$ cat src/rtl/divide_pkg.sv
/*
 divide_pkg: shared widths, command codes, operand selects, register ids and
 sequencer states for the divide step datapath and its sequencer.
 assumes: both ends are compiled against this package.
*/
package divide_pkg;
    localparam int WORD_W = 16;
    localparam int CNT_W = 5;
    localparam logic [15:0] WORD_RST = 16'h0000;
    localparam logic [4:0] UNSIGNED_STEPS = 5'h10;
    localparam logic [4:0] SIGNED_TAIL_STEPS = 5'h0F;
    localparam int AQ_BIT = 6;
    localparam int SIGN_BIT = 15;

    typedef enum logic [2:0] {
        OP_NOP = 3'h0,
        OP_LOAD = 3'h1,
        OP_CLR_AQ = 3'h2,
        OP_DIVS = 3'h3,
        OP_DIVQ = 3'h4,
        OP_ADD = 3'h5
    } step_op_t;

    typedef enum logic [2:0] {
        XS_AX0 = 3'h0,
        XS_AX1 = 3'h1,
        XS_AR = 3'h2,
        XS_MR_LOW = 3'h3,
        XS_MR_MID = 3'h4,
        XS_MR_HIGH = 3'h5,
        XS_SR_LOW = 3'h6,
        XS_SR_HIGH = 3'h7
    } x_sel_t;

    typedef enum logic [1:0] {
        YS_AY0 = 2'h0,
        YS_AY1 = 2'h1,
        YS_AF = 2'h2,
        YS_ZERO = 2'h3
    } y_sel_t;

    localparam logic Z_RESULT = 1'b0;
    localparam logic Z_FEEDBACK = 1'b1;

    typedef enum logic [2:0] {
        RG_AX0 = 3'h0,
        RG_AX1 = 3'h1,
        RG_AY0 = 3'h2,
        RG_AY1 = 3'h3,
        RG_AF = 3'h4,
        RG_AR = 3'h5
    } load_reg_t;

    typedef enum logic [7:0] {
        ST_IDLE = 8'h01,
        ST_LOAD_X = 8'h02,
        ST_LOAD_LOW = 8'h04,
        ST_LOAD_UP = 8'h08,
        ST_FIRST = 8'h10,
        ST_STEPS = 8'h20,
        ST_SETTLE = 8'h40,
        ST_DONE = 8'h80
    } seq_state_t;
endpackage : divide_pkg

$ cat src/rtl/divide_link.sv
/*
 divide_link: step command path from sequencer to divide datapath and the
 datapath's registered words back.
 assumes: one clock; one command per cycle, acted on at the next edge.
*/
`timescale 1ns/1ps
`default_nettype none
interface divide_link;
    import divide_pkg::*;
    step_op_t op;
    x_sel_t x_sel;
    y_sel_t y_sel;
    logic z_sel;
    load_reg_t ld_reg;
    logic [15:0] ld_data;
    logic [15:0] low_word;
    logic [15:0] feedback_word;
    logic [15:0] result_word;
    logic aq;

    modport alu_end (
        input op,
        input x_sel,
        input y_sel,
        input z_sel,
        input ld_reg,
        input ld_data,
        output low_word,
        output feedback_word,
        output result_word,
        output aq
    );

    modport seq_end (
        output op,
        output x_sel,
        output y_sel,
        output z_sel,
        output ld_reg,
        output ld_data,
        input low_word,
        input feedback_word,
        input result_word,
        input aq
    );
endinterface : divide_link
`default_nettype wire

$ cat src/rtl/divide_step_unit.sv
/*
 divide_step_unit: ALU divide datapath with signed first step, quotient step,
 register loads and a plain add routed by the destination select.
 assumes: commands arrive from the sequencer on ref_clk; MAC and shifter
 result words come from neighbouring units on the same clock.
*/
`timescale 1ns/1ps
`default_nettype none

module divide_step_unit
    import divide_pkg::*;
(
    input wire logic ref_clk,
    input wire logic nrst,
    divide_link.alu_end link,
    input wire logic [15:0] mac_result_low,
    input wire logic [15:0] mac_result_mid,
    input wire logic [15:0] mac_result_high,
    input wire logic [15:0] shifter_result_low,
    input wire logic [15:0] shifter_result_high,
    output logic quotient_bit_flag,
    output logic [15:0] arith_status_word
);
    logic [15:0] alu_x_input_0;
    logic [15:0] alu_x_input_1;
    logic [15:0] alu_y_input_0;
    logic [15:0] alu_y_input_1;
    logic [15:0] alu_feedback_reg;
    logic [15:0] alu_result_reg;

    logic [15:0] next_x0;
    logic [15:0] next_x1;
    logic [15:0] next_y0;
    logic [15:0] next_y1;
    logic [15:0] next_af;
    logic [15:0] next_ar;
    logic next_aq;

    wire [15:0] x_operand;
    wire [15:0] y_operand;
    wire [15:0] step_sum;
    wire [15:0] plain_sum;
    wire step_flag;
    wire first_sign;
    wire is_load;
    wire is_divs;
    wire is_divq;
    wire is_add;

    function automatic logic loads(input load_reg_t want, input load_reg_t got, input logic ld);
        loads = ld && (got == want);
    endfunction : loads

    assign is_load = (link.op == OP_LOAD);
    assign is_divs = (link.op == OP_DIVS);
    assign is_divq = (link.op == OP_DIVQ);
    assign is_add = (link.op == OP_ADD);

    // X operand decode
    assign x_operand = (link.x_sel == XS_AX0) ? alu_x_input_0 :
                       (link.x_sel == XS_AX1) ? alu_x_input_1 :
                       (link.x_sel == XS_AR) ? alu_result_reg :
                       (link.x_sel == XS_MR_LOW) ? mac_result_low :
                       (link.x_sel == XS_MR_MID) ? mac_result_mid :
                       (link.x_sel == XS_MR_HIGH) ? mac_result_high :
                       (link.x_sel == XS_SR_LOW) ? shifter_result_low :
                       shifter_result_high;

    // Y operand decode, the last code gives zero
    assign y_operand = (link.y_sel == YS_AY0) ? alu_y_input_0 :
                       (link.y_sel == YS_AY1) ? alu_y_input_1 :
                       (link.y_sel == YS_AF) ? alu_feedback_reg :
                       WORD_RST;

    // quotient step: flag low subtracts, flag high adds; the partial
    // remainder always sits in feedback, whatever the Y select says
    assign step_sum = quotient_bit_flag ? alu_feedback_reg + x_operand
                                        : alu_feedback_reg - x_operand;
    assign step_flag = x_operand[SIGN_BIT] ^ step_sum[SIGN_BIT];

    // signed first step: sign of the quotient from both operand signs;
    // the upper word comes through the Y select (Y1 or feedback)
    assign first_sign = y_operand[SIGN_BIT] ^ x_operand[SIGN_BIT];

    assign plain_sum = x_operand + y_operand;

    assign next_x0 = loads(RG_AX0, link.ld_reg, is_load) ? link.ld_data : alu_x_input_0;
    assign next_x1 = loads(RG_AX1, link.ld_reg, is_load) ? link.ld_data : alu_x_input_1;
    assign next_y1 = loads(RG_AY1, link.ld_reg, is_load) ? link.ld_data : alu_y_input_1;

    // low word takes the shifted dividend; the quotient grows in its lsbs
    assign next_y0 = loads(RG_AY0, link.ld_reg, is_load) ? link.ld_data :
                     is_divs ? {alu_y_input_0[14:0], first_sign} :
                     is_divq ? {alu_y_input_0[14:0], ~step_flag} :
                     alu_y_input_0;

    // feedback takes the upper half of the shifted 32-bit pair
    assign next_af = loads(RG_AF, link.ld_reg, is_load) ? link.ld_data :
                     is_divs ? {y_operand[14:0], alu_y_input_0[SIGN_BIT]} :
                     is_divq ? {step_sum[14:0], alu_y_input_0[SIGN_BIT]} :
                     (is_add && link.z_sel == Z_FEEDBACK) ? plain_sum :
                     alu_feedback_reg;

    assign next_ar = loads(RG_AR, link.ld_reg, is_load) ? link.ld_data :
                     (is_add && link.z_sel == Z_RESULT) ? plain_sum :
                     alu_result_reg;

    // the flag steers the next step's add or subtract; the signed step
    // seeds it so the first quotient step after it picks correctly
    assign next_aq = (link.op == OP_CLR_AQ) ? 1'b0 :
                     is_divs ? first_sign :
                     is_divq ? step_flag :
                     quotient_bit_flag;

    // one step per edge: sixteen edges produce the full quotient, whose
    // binary point follows from the operand formats alone
    always_ff @(posedge ref_clk or negedge nrst)
    begin
        if (!nrst)
            alu_y_input_0 <= WORD_RST;
        else
            alu_y_input_0 <= next_y0;
    end

    always_ff @(posedge ref_clk or negedge nrst)
    begin
        if (!nrst)
            alu_feedback_reg <= WORD_RST;
        else
            alu_feedback_reg <= next_af;
    end

    always_ff @(posedge ref_clk or negedge nrst)
    begin
        if (!nrst)
            quotient_bit_flag <= 1'b0;
        else
            quotient_bit_flag <= next_aq;
    end

    // operand registers change only on loads; the result register also on a plain add
    always_ff @(posedge ref_clk or negedge nrst)
    begin
        if (!nrst)
            alu_x_input_0 <= WORD_RST;
        else
            alu_x_input_0 <= next_x0;
    end

    always_ff @(posedge ref_clk or negedge nrst)
    begin
        if (!nrst)
            alu_x_input_1 <= WORD_RST;
        else
            alu_x_input_1 <= next_x1;
    end

    always_ff @(posedge ref_clk or negedge nrst)
    begin
        if (!nrst)
            alu_y_input_1 <= WORD_RST;
        else
            alu_y_input_1 <= next_y1;
    end

    always_ff @(posedge ref_clk or negedge nrst)
    begin
        if (!nrst)
            alu_result_reg <= WORD_RST;
        else
            alu_result_reg <= next_ar;
    end

    // status word carries only the quotient bit here; other flags live
    // in the rest of the ALU
    always_comb
    begin
        arith_status_word = WORD_RST;
        arith_status_word[AQ_BIT] = quotient_bit_flag;
    end

    assign link.low_word = alu_y_input_0;
    assign link.feedback_word = alu_feedback_reg;
    assign link.result_word = alu_result_reg;
    assign link.aq = quotient_bit_flag;
endmodule : divide_step_unit
`default_nettype wire

$ cat src/flat_wrapper.sv
// flat-port wrapper written by rule: the top's interface ports become plain ports
module divide_step_unit_flat import divide_pkg::*;
  (ref_clk, nrst, mac_result_low, mac_result_mid, mac_result_high, shifter_result_low, shifter_result_high, quotient_bit_flag, arith_status_word, link_op, link_x_sel, link_y_sel, link_z_sel, link_ld_reg, link_ld_data, link_low_word, link_feedback_word, link_result_word, link_aq);
  divide_link link_i ();
  input wire logic ref_clk;
  input wire logic nrst;
  input wire logic [15:0] mac_result_low;
  input wire logic [15:0] mac_result_mid;
  input wire logic [15:0] mac_result_high;
  input wire logic [15:0] shifter_result_low;
  input wire logic [15:0] shifter_result_high;
  output logic quotient_bit_flag;
  output logic [15:0] arith_status_word;
  input wire logic [$bits(link_i.op)-1:0] link_op;
  input wire logic [$bits(link_i.x_sel)-1:0] link_x_sel;
  input wire logic [$bits(link_i.y_sel)-1:0] link_y_sel;
  input wire logic [$bits(link_i.z_sel)-1:0] link_z_sel;
  input wire logic [$bits(link_i.ld_reg)-1:0] link_ld_reg;
  input wire logic [$bits(link_i.ld_data)-1:0] link_ld_data;
  output wire logic [$bits(link_i.low_word)-1:0] link_low_word;
  output wire logic [$bits(link_i.feedback_word)-1:0] link_feedback_word;
  output wire logic [$bits(link_i.result_word)-1:0] link_result_word;
  output wire logic [$bits(link_i.aq)-1:0] link_aq;
  assign link_i.op = link_op;
  assign link_i.x_sel = link_x_sel;
  assign link_i.y_sel = link_y_sel;
  assign link_i.z_sel = link_z_sel;
  assign link_i.ld_reg = link_ld_reg;
  assign link_i.ld_data = link_ld_data;
  assign link_low_word = link_i.low_word;
  assign link_feedback_word = link_i.feedback_word;
  assign link_result_word = link_i.result_word;
  assign link_aq = link_i.aq;
  divide_step_unit u_core (.ref_clk(ref_clk), .nrst(nrst), .link(link_i), .mac_result_low(mac_result_low), .mac_result_mid(mac_result_mid), .mac_result_high(mac_result_high), .shifter_result_low(shifter_result_low), .shifter_result_high(shifter_result_high), .quotient_bit_flag(quotient_bit_flag), .arith_status_word(arith_status_word));
endmodule
$ cat config.mk
export PLATFORM = sky130hd
export DESIGN_NAME = divide_step_unit_flat
export DESIGN_NICKNAME = d
export VERILOG_FILES = /design/src/rtl/divide_pkg.sv /design/src/rtl/divide_link.sv /design/src/rtl/divide_step_unit.sv /design/src/flat_wrapper.sv
export SDC_FILE = /design/constraint.sdc
export NUM_CORES = 1
export LEC_CHECK = 0
export ABC_AREA = 1
export ABC_CLOCK_PERIOD_IN_PS = 4900
export BUFFER_PORTS_ARGS = -buffer_cell sky130_fd_sc_hd__clkbuf_2
export CAP_MARGIN = 10
export CORE_AREA = 2 2 254 131
export DETAILED_ROUTE_END_ITERATION = 8
export DIE_AREA = 0 0 256 133
export GPL_TIMING_DRIVEN = 0
export PLACE_DENSITY = 0.39
export SLEW_MARGIN = 15
export SYNTH_ARGS = -nofsm -noshare
export SYNTH_HDL_FRONTEND = slang
export SYNTH_SLANG_ARGS = --single-unit
$ cat constraint.sdc
create_clock -name ref_clk -period 4.9 [get_ports ref_clk]
set_input_delay 0.98 -clock ref_clk [delete_from_list [all_inputs] [get_ports ref_clk]]
set_output_delay 0.98 -clock ref_clk [all_outputs]
set_load 0.02 [all_outputs]
; ---- Yosys cells after proc, flatten, opt, wreduce, memory -nomap -nowiden
; Cells that the tools add are included.
[op_classes]
n_addsub = 3
eq_ne = 18
muxes = 23
n_bitwise = 4
reduce_logical = 15
[op_table]
columns = operator, n
row1 = $mux W16, 20
row2 = $add A16 B16 Y16, 2
row3 = $eq A3 B3 Y1 const B, 7
row4 = $eq A3 B2 Y1 const B, 6
row5 = $sub A16 B16 Y16, 1
row6 = $eq A3 B1 Y1 const B, 3
row7 = $logic_and A1 B1 Y1, 8
row8 = $logic_not A3 Y1, 2
row9 = $reduce_bool A3 Y1, 2
row10 = $reduce_bool A4 Y1, 1
row11 = $mux W1, 3
row12 = $eq A2 B1 Y1 const B, 1
row13 = $eq A2 B2 Y1 const B, 1
row14 = $logic_not A2 Y1, 1
row15 = $not A1 Y1, 2
row16 = $reduce_bool A2 Y1, 1
row17 = $xor A1 B1 Y1, 2
[word_totals]
ff_bits = 97
out_inout_bits = 66
wordCells = 70

; ---- Logic depth before layout (Yosys ltp)
; Gate-level depths: netlist (run 1).
[depth]
word_depth = 15
depth_mapped = 34
ltp_nobuf = 32

; ---- Least setup slack after synthesis (run 1)
; OpenSTA, ideal clock, no wires.
[synth_timing]
path_type = in2reg
from = in link_x_sel[1]
to = reg u_core.alu_feedback_reg[11] (netlist: u_core.link.feedback_word[11])
setup_ps = 124
arrival_time_ps = 4345
slack_ps = 431
stages = 29
path_buffers = 2
cell_sequence = buf_4 -> nor2_2 -> nand2_2 -> inv_2 -> buf_2 -> nand2_1 -> nand3_1 -> nand3_1 -> nand2_1 -> nand2_1 -> nand2_1 -> inv_1 -> ha_1 -> or2_2 -> o21ai_0 -> fa_1 -> inv_1 -> nand2_1 -> o21ai_0 -> a21boi_0 -> o21ai_0 -> nand2_1 -> nand2_1 -> a21oi_1 -> or2_2 -> nand3_1 -> o21ai_0 -> nor2_1 -> o21bai_1
[synth_via]
elab_chain_cells = 13
[synth_rtl]
columns = element, line
row1 = "start, declared", flat_wrapper.sv:15  ; input wire logic [$bits(link_i.x_sel)-1:0] link_x_sel;
row2 = $eq A3 B3 Y1, divide_step_unit.sv:66  ; (link.x_sel == XS_SR_LOW) ? shifter_result_low :
row3 = $mux W16, divide_step_unit.sv:66
row4 = $mux W16, divide_step_unit.sv:65  ; (link.x_sel == XS_MR_HIGH) ? mac_result_high :
row5 = $mux W16, divide_step_unit.sv:64  ; (link.x_sel == XS_MR_MID) ? mac_result_mid :
row6 = $mux W16, divide_step_unit.sv:63  ; (link.x_sel == XS_MR_LOW) ? mac_result_low :
row7 = $mux W16, divide_step_unit.sv:62  ; (link.x_sel == XS_AR) ? alu_result_reg :
row8 = $mux W16, divide_step_unit.sv:61  ; (link.x_sel == XS_AX1) ? alu_x_input_1 :
row9 = $mux W16 *, divide_step_unit.sv:60  ; assign x_operand = (link.x_sel == XS_AX0) ? alu_x_input_0 :
row10 = $add A16 B16 Y16 (tied with other cells), divide_step_unit.sv:85  ; assign plain_sum = x_operand + y_operand;
row11 = "$mux W16, on equally long branches", "divide_step_unit.sv:101, divide_step_unit.sv:77"
row12 = $mux W16 *, divide_step_unit.sv:100  ; is_divq ? {step_sum[14:0], alu_y_input_0[SIGN_BIT]} :
row13 = $mux W16 *, divide_step_unit.sv:99  ; is_divs ? {y_operand[14:0], alu_y_input_0[SIGN_BIT]} :
row14 = $mux W16 *, divide_step_unit.sv:98  ; assign next_af = loads(RG_AF, link.ld_reg, is_load) ? link.ld_data :
row15 = "end signal, assigned", divide_step_unit.sv:130  ; alu_feedback_reg <= next_af;
row16 = "end, declared", divide_step_unit.sv:28  ; logic [15:0] alu_feedback_reg;
; Mark *: on every way between the ends. The rest lies on a longest branch, timed or not. The select of a mux whose other input is x is not followed.
; A chain may end at the register's enable or synchronous reset.

; ---- Worst setup path in the final report (run 1)
[layout_timing]
from = in link_x_sel[2]
to = reg u_core.quotient_bit_flag (netlist: u_core.link.aq)
[layout_via]
elab_chain_cells = 14
[layout_rtl]
columns = element, line
row1 = $eq A3 B3 Y1, divide_step_unit.sv:66
row2 = $mux W16, divide_step_unit.sv:66
row3 = $mux W16, divide_step_unit.sv:65
row4 = $mux W16, divide_step_unit.sv:64
row5 = $mux W16, divide_step_unit.sv:63
row6 = $mux W16, divide_step_unit.sv:62
row7 = $mux W16, divide_step_unit.sv:61
row8 = $mux W16 *, divide_step_unit.sv:60
row9 = $sub A16 B16 Y16 / $add A16 B16 Y16 (equally long branches), "divide_step_unit.sv:78, divide_step_unit.sv:77"
row10 = $mux W16, divide_step_unit.sv:77  ; assign step_sum = quotient_bit_flag ? alu_feedback_reg + x_operand
row11 = $xor A1 B1 Y1, divide_step_unit.sv:79  ; assign step_flag = x_operand[SIGN_BIT] ^ step_sum[SIGN_BIT];
row12 = $mux W1, divide_step_unit.sv:112  ; is_divq ? step_flag :
row13 = $mux W1 *, divide_step_unit.sv:111  ; is_divs ? first_sign :
row14 = $mux W1 *, divide_step_unit.sv:110  ; assign next_aq = (link.op == OP_CLR_AQ) ? 1'b0 :
row15 = "end signal, assigned", divide_step_unit.sv:138  ; quotient_bit_flag <= next_aq;
row16 = "end, declared", divide_step_unit.sv:21  ; output logic quotient_bit_flag,
; Marks and branches as above.

==> results of run 1 <==
[logic make-up after synthesis]
group / share of synthesized area, %
AND/OR/NAND/NOR: 29.2
AO/OA/AOI/OAI: 20.0
buffers and inverters: 11.3
flip-flops: 30.9
adder cells (fa/ha/maj): 5.60
XOR/XNOR: 3.01
other: 0.0477
[power breakdown]
group	switching (mW)	internal [mW]	total (mW)	leakage (nW)
Clock	0.410	0.367	0.777	0.148
Combinational	1.82	0.955	2.77	3.70
Sequential	0.270	1.02	1.29	1.24
[flip-flops by register name, indices dropped and copies added, names as in the netlist]
register	flops
u_core.alu_x_input_0	16
u_core.alu_x_input_1	16
u_core.link.low_word	16
u_core.link.feedback_word	16
u_core.link.result_word	16
u_core.alu_y_input_1	16
u_core.link.aq	1
[metrics by stage]
step                      area, um^2  hold slack [ns]
after global routing           10000            0.432
after global placement          9260            0.461
final                          10000            0.443
after CTS                       9720            0.431
after detailed placement        9320            0.469
after floorplan                 7910            0.446
[cell type report]
cell class	count	share of cell area, %
inverter	152	5.81
clock inverter	7	0.822
buffer	58	3.49
clock buffer	9	2.24
sequential	97	24.2
multi-input combinational	861	48.2
timing repair buffer	176	9.74
tap	441	5.50
[repair_timing]
| item | in CTS | in global routing |
|---|---|---|
| setup buffers | 2 | 12 |
| resized for setup | 25 | 62 |
| setup endpoints to repair | 12 | 10 |
| endpoints found under the hold margin | 0 | 0 |
| cloned | 0 | 1 |
| pin swaps | 5 | 12 |
[worst reg2reg max path, cell delays in order (launching register included)]
cell and delay, ns:
dfrtp_1 0.42, inv_1 0.27, nor2_1 0.09, nor3_1 0.78, inv_1 0.13, ha_1 0.42, nand2_1 0.07, o211ai_1 0.26
nand3_1 0.11, nand2_1 0.18, nand2_1 0.07, nand2_1 0.10, xor2_1 0.30, nor2_1 0.07, o21ai_0 0.17, o211ai_1 0.11
o221ai_1 0.17
[cell usage in the layout (no fill, tap or decap), types with 5 or more instances in the layout]
cell and count:
or2_2 23, xor2_1 21, nand2_2 9, o21ai_2 5
o21ai_1 8, inv_1 135, ha_1 27, clkbuf_1 25
nor3_1 6, nand2_1 281, buf_4 35, o211ai_1 24
dfrtp_1 97, o21ai_0 82, nor2_1 89, buf_2 6
a21oi_1 66, or2_1 5, nand3_1 73, inv_2 9
o221ai_1 37, a21oi_2 10, conb_1 15, xnor2_1 6
clkbuf_16 10, nand4_1 18, clkbuf_2 157
[worst max path at each step]
stage | from | end | slack [ns]
2_1_floorplan | link_x_sel[1] | u_core.link.feedback_word[11] | 0.43
3_3_place_gp | link_x_sel[2] | u_core.link.feedback_word[13] | -1.27
3_5_place_dp | link_x_sel[2] | u_core.link.feedback_word[13] | -1.26
4_1_cts | link_x_sel[1] | u_core.link.feedback_word[14] | 0.01
5_1_grt | link_x_sel[0] | u_core.link.aq | -0.03
6_report | link_x_sel[2] | u_core.link.aq | 0.15
[layer usage]
layer,track usage (%),wire (um),up-vias
li1,-,-,4237
met1,39.8,22100,4321
met2,27.1,13500,335
met3,6.46,3670,19
met4,2.34,153,0
met5,0,0,-
==> reports/qor.txt, run 1 <==
Worst Path Class, Setup - input port to flop
total power - 4.84 mW
initial drt markers - 916
global-route wire length before repair - 56900 um
P&R area growth vs syn - 27.7%
synth cell count leaders - nand2_1 (288), inv_1 (137), dfrtp_1 (97)
VDD IR max - 211 uV
Pleak - 5.09 nW
clk slew on worst S/H paths - 0.08 ns
Inserted Diodes - 0
Worst Setup Start Kind - input port
cell depth of the worst setup path - 27
area of the multi-input gates - 4840 um^2
Max Freq - 0.210 GHz
later-pin clock latency in the skew report - 0.38 ns
Worst slew margin - 20.4%
Arr. time, crit path - 5.01 ns
Least-Margin Pin Slew - 1.19 ns
Die Area - 34000 um^2
Core Region - 32200 um^2
gpl congestion - 0.959
Synth Flop Type - dfrtp_1
DR WL/cell - 21.9 um
R2R setup slack - 1.07 ns
TritonCTS clock tree - done
Distinct cells, synth - 45
PortBufs - 159
Mapped Area - 7860 um^2
Slowest-stage cell, CP - buf_2
pwr dens - 482 nW/um^2
post-layout util - 31.2%
CP top delay family - simple AND/OR/NAND/NOR gates
# setup viols final - 0
Final Max Slew Viols - 0
die width - 256 um
CP dominant cell by count - nand2_1
Yosys warnings - 0
Post-DP HPWL - 32200 um
drt drc - 0
number of synthesized flops with an enable pin - 0
minimum clock period - 4.75 ns
reg2reg end - u_core.link.feedback_word[8]
cts hold-fix bufs - 0
Longest Clk Path Bufs - 2
Hold Vio Cnt, Final - 0
Syn Area/Cell - 6.81 um^2
part of the Yosys area used for sequential elements - 30.9%
CP bufs+invs - 9
Seq cells post-synth - 97
layout cells sized above 1 - 23.4%
Die Span Y - 133 um
FF+latch area - 2430 um^2
Area contributors post-synth - dfrtp_1 (31%), nand2_1 (14%), inv_1 (6.5%), o21ai_0 (5.8%), ha_1 (5.1%)
vias per inst - 4.95
Max Cap Viol - 0
drt first pass iters - 6
Starting Density - 24.4%
io pins - 176
CTS Buf Count - 9
non-filler cells, final - 1801
cells after synthesis - 1155
Layout Skew - 0.0121 ns
final wirelength - 39500 um
Critical Path Max Stage Delay - 0.35 ns
status - finished, final reports clean
Place WS - -1.26 ns
Worst Path Required - 5.15 ns
top-area cell type share of the netlist area - 30.9%
worst reg2reg startpoint - u_core.link.feedback_word[2]
Hold WC Path Type - input port to asynchronous set/reset pin
via count - 8912
Sum Neg Setup Slack - 0 ns
largest net degree at the start of global routing - 82
crit path capture type - flop
fin crit share - 97.0%
Nets - 1499
largest area contributor in the netlist - dfrtp_1
number of fill cells in the layout - 3649
Routed Antenna Nets - 0
row count - 47
Max FO, Critical Path - 10
FF-to-FF path depth - 16
setup slack after layout - 0.146 ns
placed insts - 1771
GRT overflow - 0
htree depth - 3
FFs w/ async S/R, synth - 100%
number of global-route vias before repair - 8135
GRT Util Overall - 23.1%
clk sinks - 97
cell with the most instances after synthesis - nand2_1
initial antenna violation count - 1
Root Driver - clkbuf_16
No activity file was read; power rests on OpenSTA's default activity.
==> run 2, diff against run 1 <==
--- a/config.mk
+++ b/config.mk
@@ -9,11 +9,13 @@
 export ABC_CLOCK_PERIOD_IN_PS = 4900
 export BUFFER_PORTS_ARGS = -buffer_cell sky130_fd_sc_hd__clkbuf_2
 export CAP_MARGIN = 10
+export CELL_PAD_IN_SITES_DETAIL_PLACEMENT = 1
+export CELL_PAD_IN_SITES_GLOBAL_PLACEMENT = 2
 export CORE_AREA = 2 2 254 131
 export DETAILED_ROUTE_END_ITERATION = 8
 export DIE_AREA = 0 0 256 133
 export GPL_TIMING_DRIVEN = 0
-export PLACE_DENSITY = 0.39
+export PLACE_DENSITY = 0.65
 export SLEW_MARGIN = 15
 export SYNTH_ARGS = -nofsm -noshare
 export SYNTH_HDL_FRONTEND = slang
==> reports/qor.txt, run 2 (same netlist as run 1, synthesis figures left out) <==
Root Driver - clkbuf_16
P&R area growth vs syn - 28.0%
layout cells sized above 1 - 23.4%
reg2reg end - u_core.link.feedback_word[12]
Hold Vio Cnt, Final - 0
Worst Setup Start Kind - input port
minimum clock period - 4.70 ns
initial drt markers - 640
status - finished, final reports clean
DR WL/cell - 20.9 um
PortBufs - 159
Arr. time, crit path - 4.93 ns
drt first pass iters - 5
final wirelength - 37600 um
die width - 256 um
Place WS - -1.06 ns
later-pin clock latency in the skew report - 0.37 ns
Post-DP HPWL - 31800 um
Worst Path Class, Setup - input port to flop
area of the multi-input gates - 4870 um^2
Inserted Diodes - 0
CTS Buf Count - 9
GRT Util Overall - 22.1%
Hold WC Path Type - input port to asynchronous set/reset pin
cts hold-fix bufs - 0
R2R setup slack - 1.25 ns
commonest cells after routing, fill and taps aside - nand2_1 (282), clkbuf_2 (159), inv_1 (135), dfrtp_1 (97), nor2_1 (88)
Worst slew margin - 16.1%
Final Max Slew Viols - 0
FF-to-FF path depth - 21
Sw Ratio - 49.8%
# setup viols final - 0
gpl congestion - 0.887
Longest Clk Path Bufs - 2
Nets - 1499
GRT overflow - 0
vias per inst - 4.90
row count - 47
Gate power share - 58.5%
htree depth - 3
Worst Path Required - 5.12 ns
VDD IR max - 221 uV
Hold Slack - 0.449 ns
setup slack after layout - 0.196 ns
initial antenna violation count - 0
clk sinks - 97
Die Area - 34000 um^2
pwr dens - 476 nW/um^2
Max FO, Critical Path - 9
global-route wire length before repair - 56300 um
Layout Skew - 0.0116 ns
number of global-route vias before repair - 8809
Max Cap Viol - 0
io pins - 176
crit path capture type - flop
commonest non-fill, non-tap cell in the layout - nand2_1
via count - 8819
worst reg2reg startpoint - u_core.link.result_word[0]
largest net degree at the start of global routing - 85
Pleak - 5.08 nW
number of fill cells in the layout - 4092
Core Region - 32200 um^2
TritonCTS clock tree - done
clk slew on worst S/H paths - 0.08 ns
Die Span Y - 133 um
fin crit share - 96.0%
Clk pwr share - 15.1%
Pint - 2.40 mW
Least-Margin Pin Slew - 1.25 ns
Starting Density - 24.4%
share of power burned in registers - 26.4%
Switch Pwr - 2.39 mW
drt drc - 0
Max Freq - 0.213 GHz
FF+latch area - 2430 um^2
Routed Antenna Nets - 0
==> run 2: cell types whose count changed in the layout (fill, tap and decap cells not counted), sizes merged <==
cell	before	now
buf	48	44
clkbuf	195	202
clkinvlp	1	4
inv	152	146
==> run 2: layout make-up <==
class,instances,share of cell area (%)
Buffer,59,3.66
Multi-Input combinational cell,861,48.4
Timing Repair Buffer,175,9.61
Inverter,152,5.89
Clock buffer,12,2.55
Tap cell,441,5.48
Sequential cell,97,24.1
Clock inverter,4,0.274
==> run 2: how the worst max path moves through the flow <==
stage | start | endpoint | slack (ns) | cells after the start
floorplan | link_x_sel[1] | u_core.link.feedback_word[11] | 0.43 | 29
global placement | link_x_sel[2] | u_core.link.feedback_word[13] | -1.08 | 27
detailed placement | link_x_sel[2] | u_core.link.feedback_word[13] | -1.06 | 27
CTS | link_x_sel[1] | u_core.link.feedback_word[14] | 0.00007 | 32
global route | link_x_sel[2] | u_core.link.feedback_word[10] | -0.01 | 29
finish | link_y_sel[1] | u_core.link.feedback_word[10] | 0.20 | 20
==> run 2: layer usage <==
metal / GRT usage [%] / wire length [um]
met1: 36.7 / 21300
met2: 28.9 / 14000
met3: 4.43 / 2090
met4: 2.53 / 314
met5: 0 / 0
==> run 2: critical path: stages <==
cell and delay, ns:
clkbuf_2 0.09, inv_1 0.05, nor2_2 0.50, clkinv_2 0.42, o221ai_1 0.36, ha_1 0.23, inv_1 0.10, fa_1 0.45
o211ai_1 0.35, nand3_1 0.13, nand2_1 0.25, nand2_1 0.10, nand2_1 0.11, nand3_1 0.12, nand2_1 0.12, nand2_1 0.06
nand2_1 0.12, nor2_1 0.06, o221ai_1 0.20, o211ai_1 0.12
==> run 2: power groups by stage <==
stage | combinational [mW] | clock [mW] | sequential [mW]
finish | 2.80 | 0.725 | 1.26
global route | 3.09 | 0.769 | 1.30
CTS | 2.56 | 0.737 | 1.26
detailed placement | 2.45 | 0 | 1.27
global placement | 2.40 | 0 | 1.28
floorplan | 1.42 | 0 | 1.37
==> run 2: per-stage QoR <==
stage	util (%)	instance area, um^2	power [mW]	TNS, ns	cells
6_report	31.3	10100	4.79	0	1801
5_1_grt	31.3	10100	5.15	-0.0264	1801
4_1_cts	30.1	9690	4.56	0	1788
3_5_place_dp	28.9	9300	3.72	-10.58	1770
3_3_place_gp	28.8	9260	3.67	-10.42	1769
2_1_floorplan	-	7910	2.80	0	1169
==> run 2: timing repair <==
item / in CTS / in global routing
resized for setup: 29 / 74
buffers inserted: 2 / 12
gates cloned: 0 / 1
pin swaps: 2 / 13
setup endpoints to repair: 13 / 12
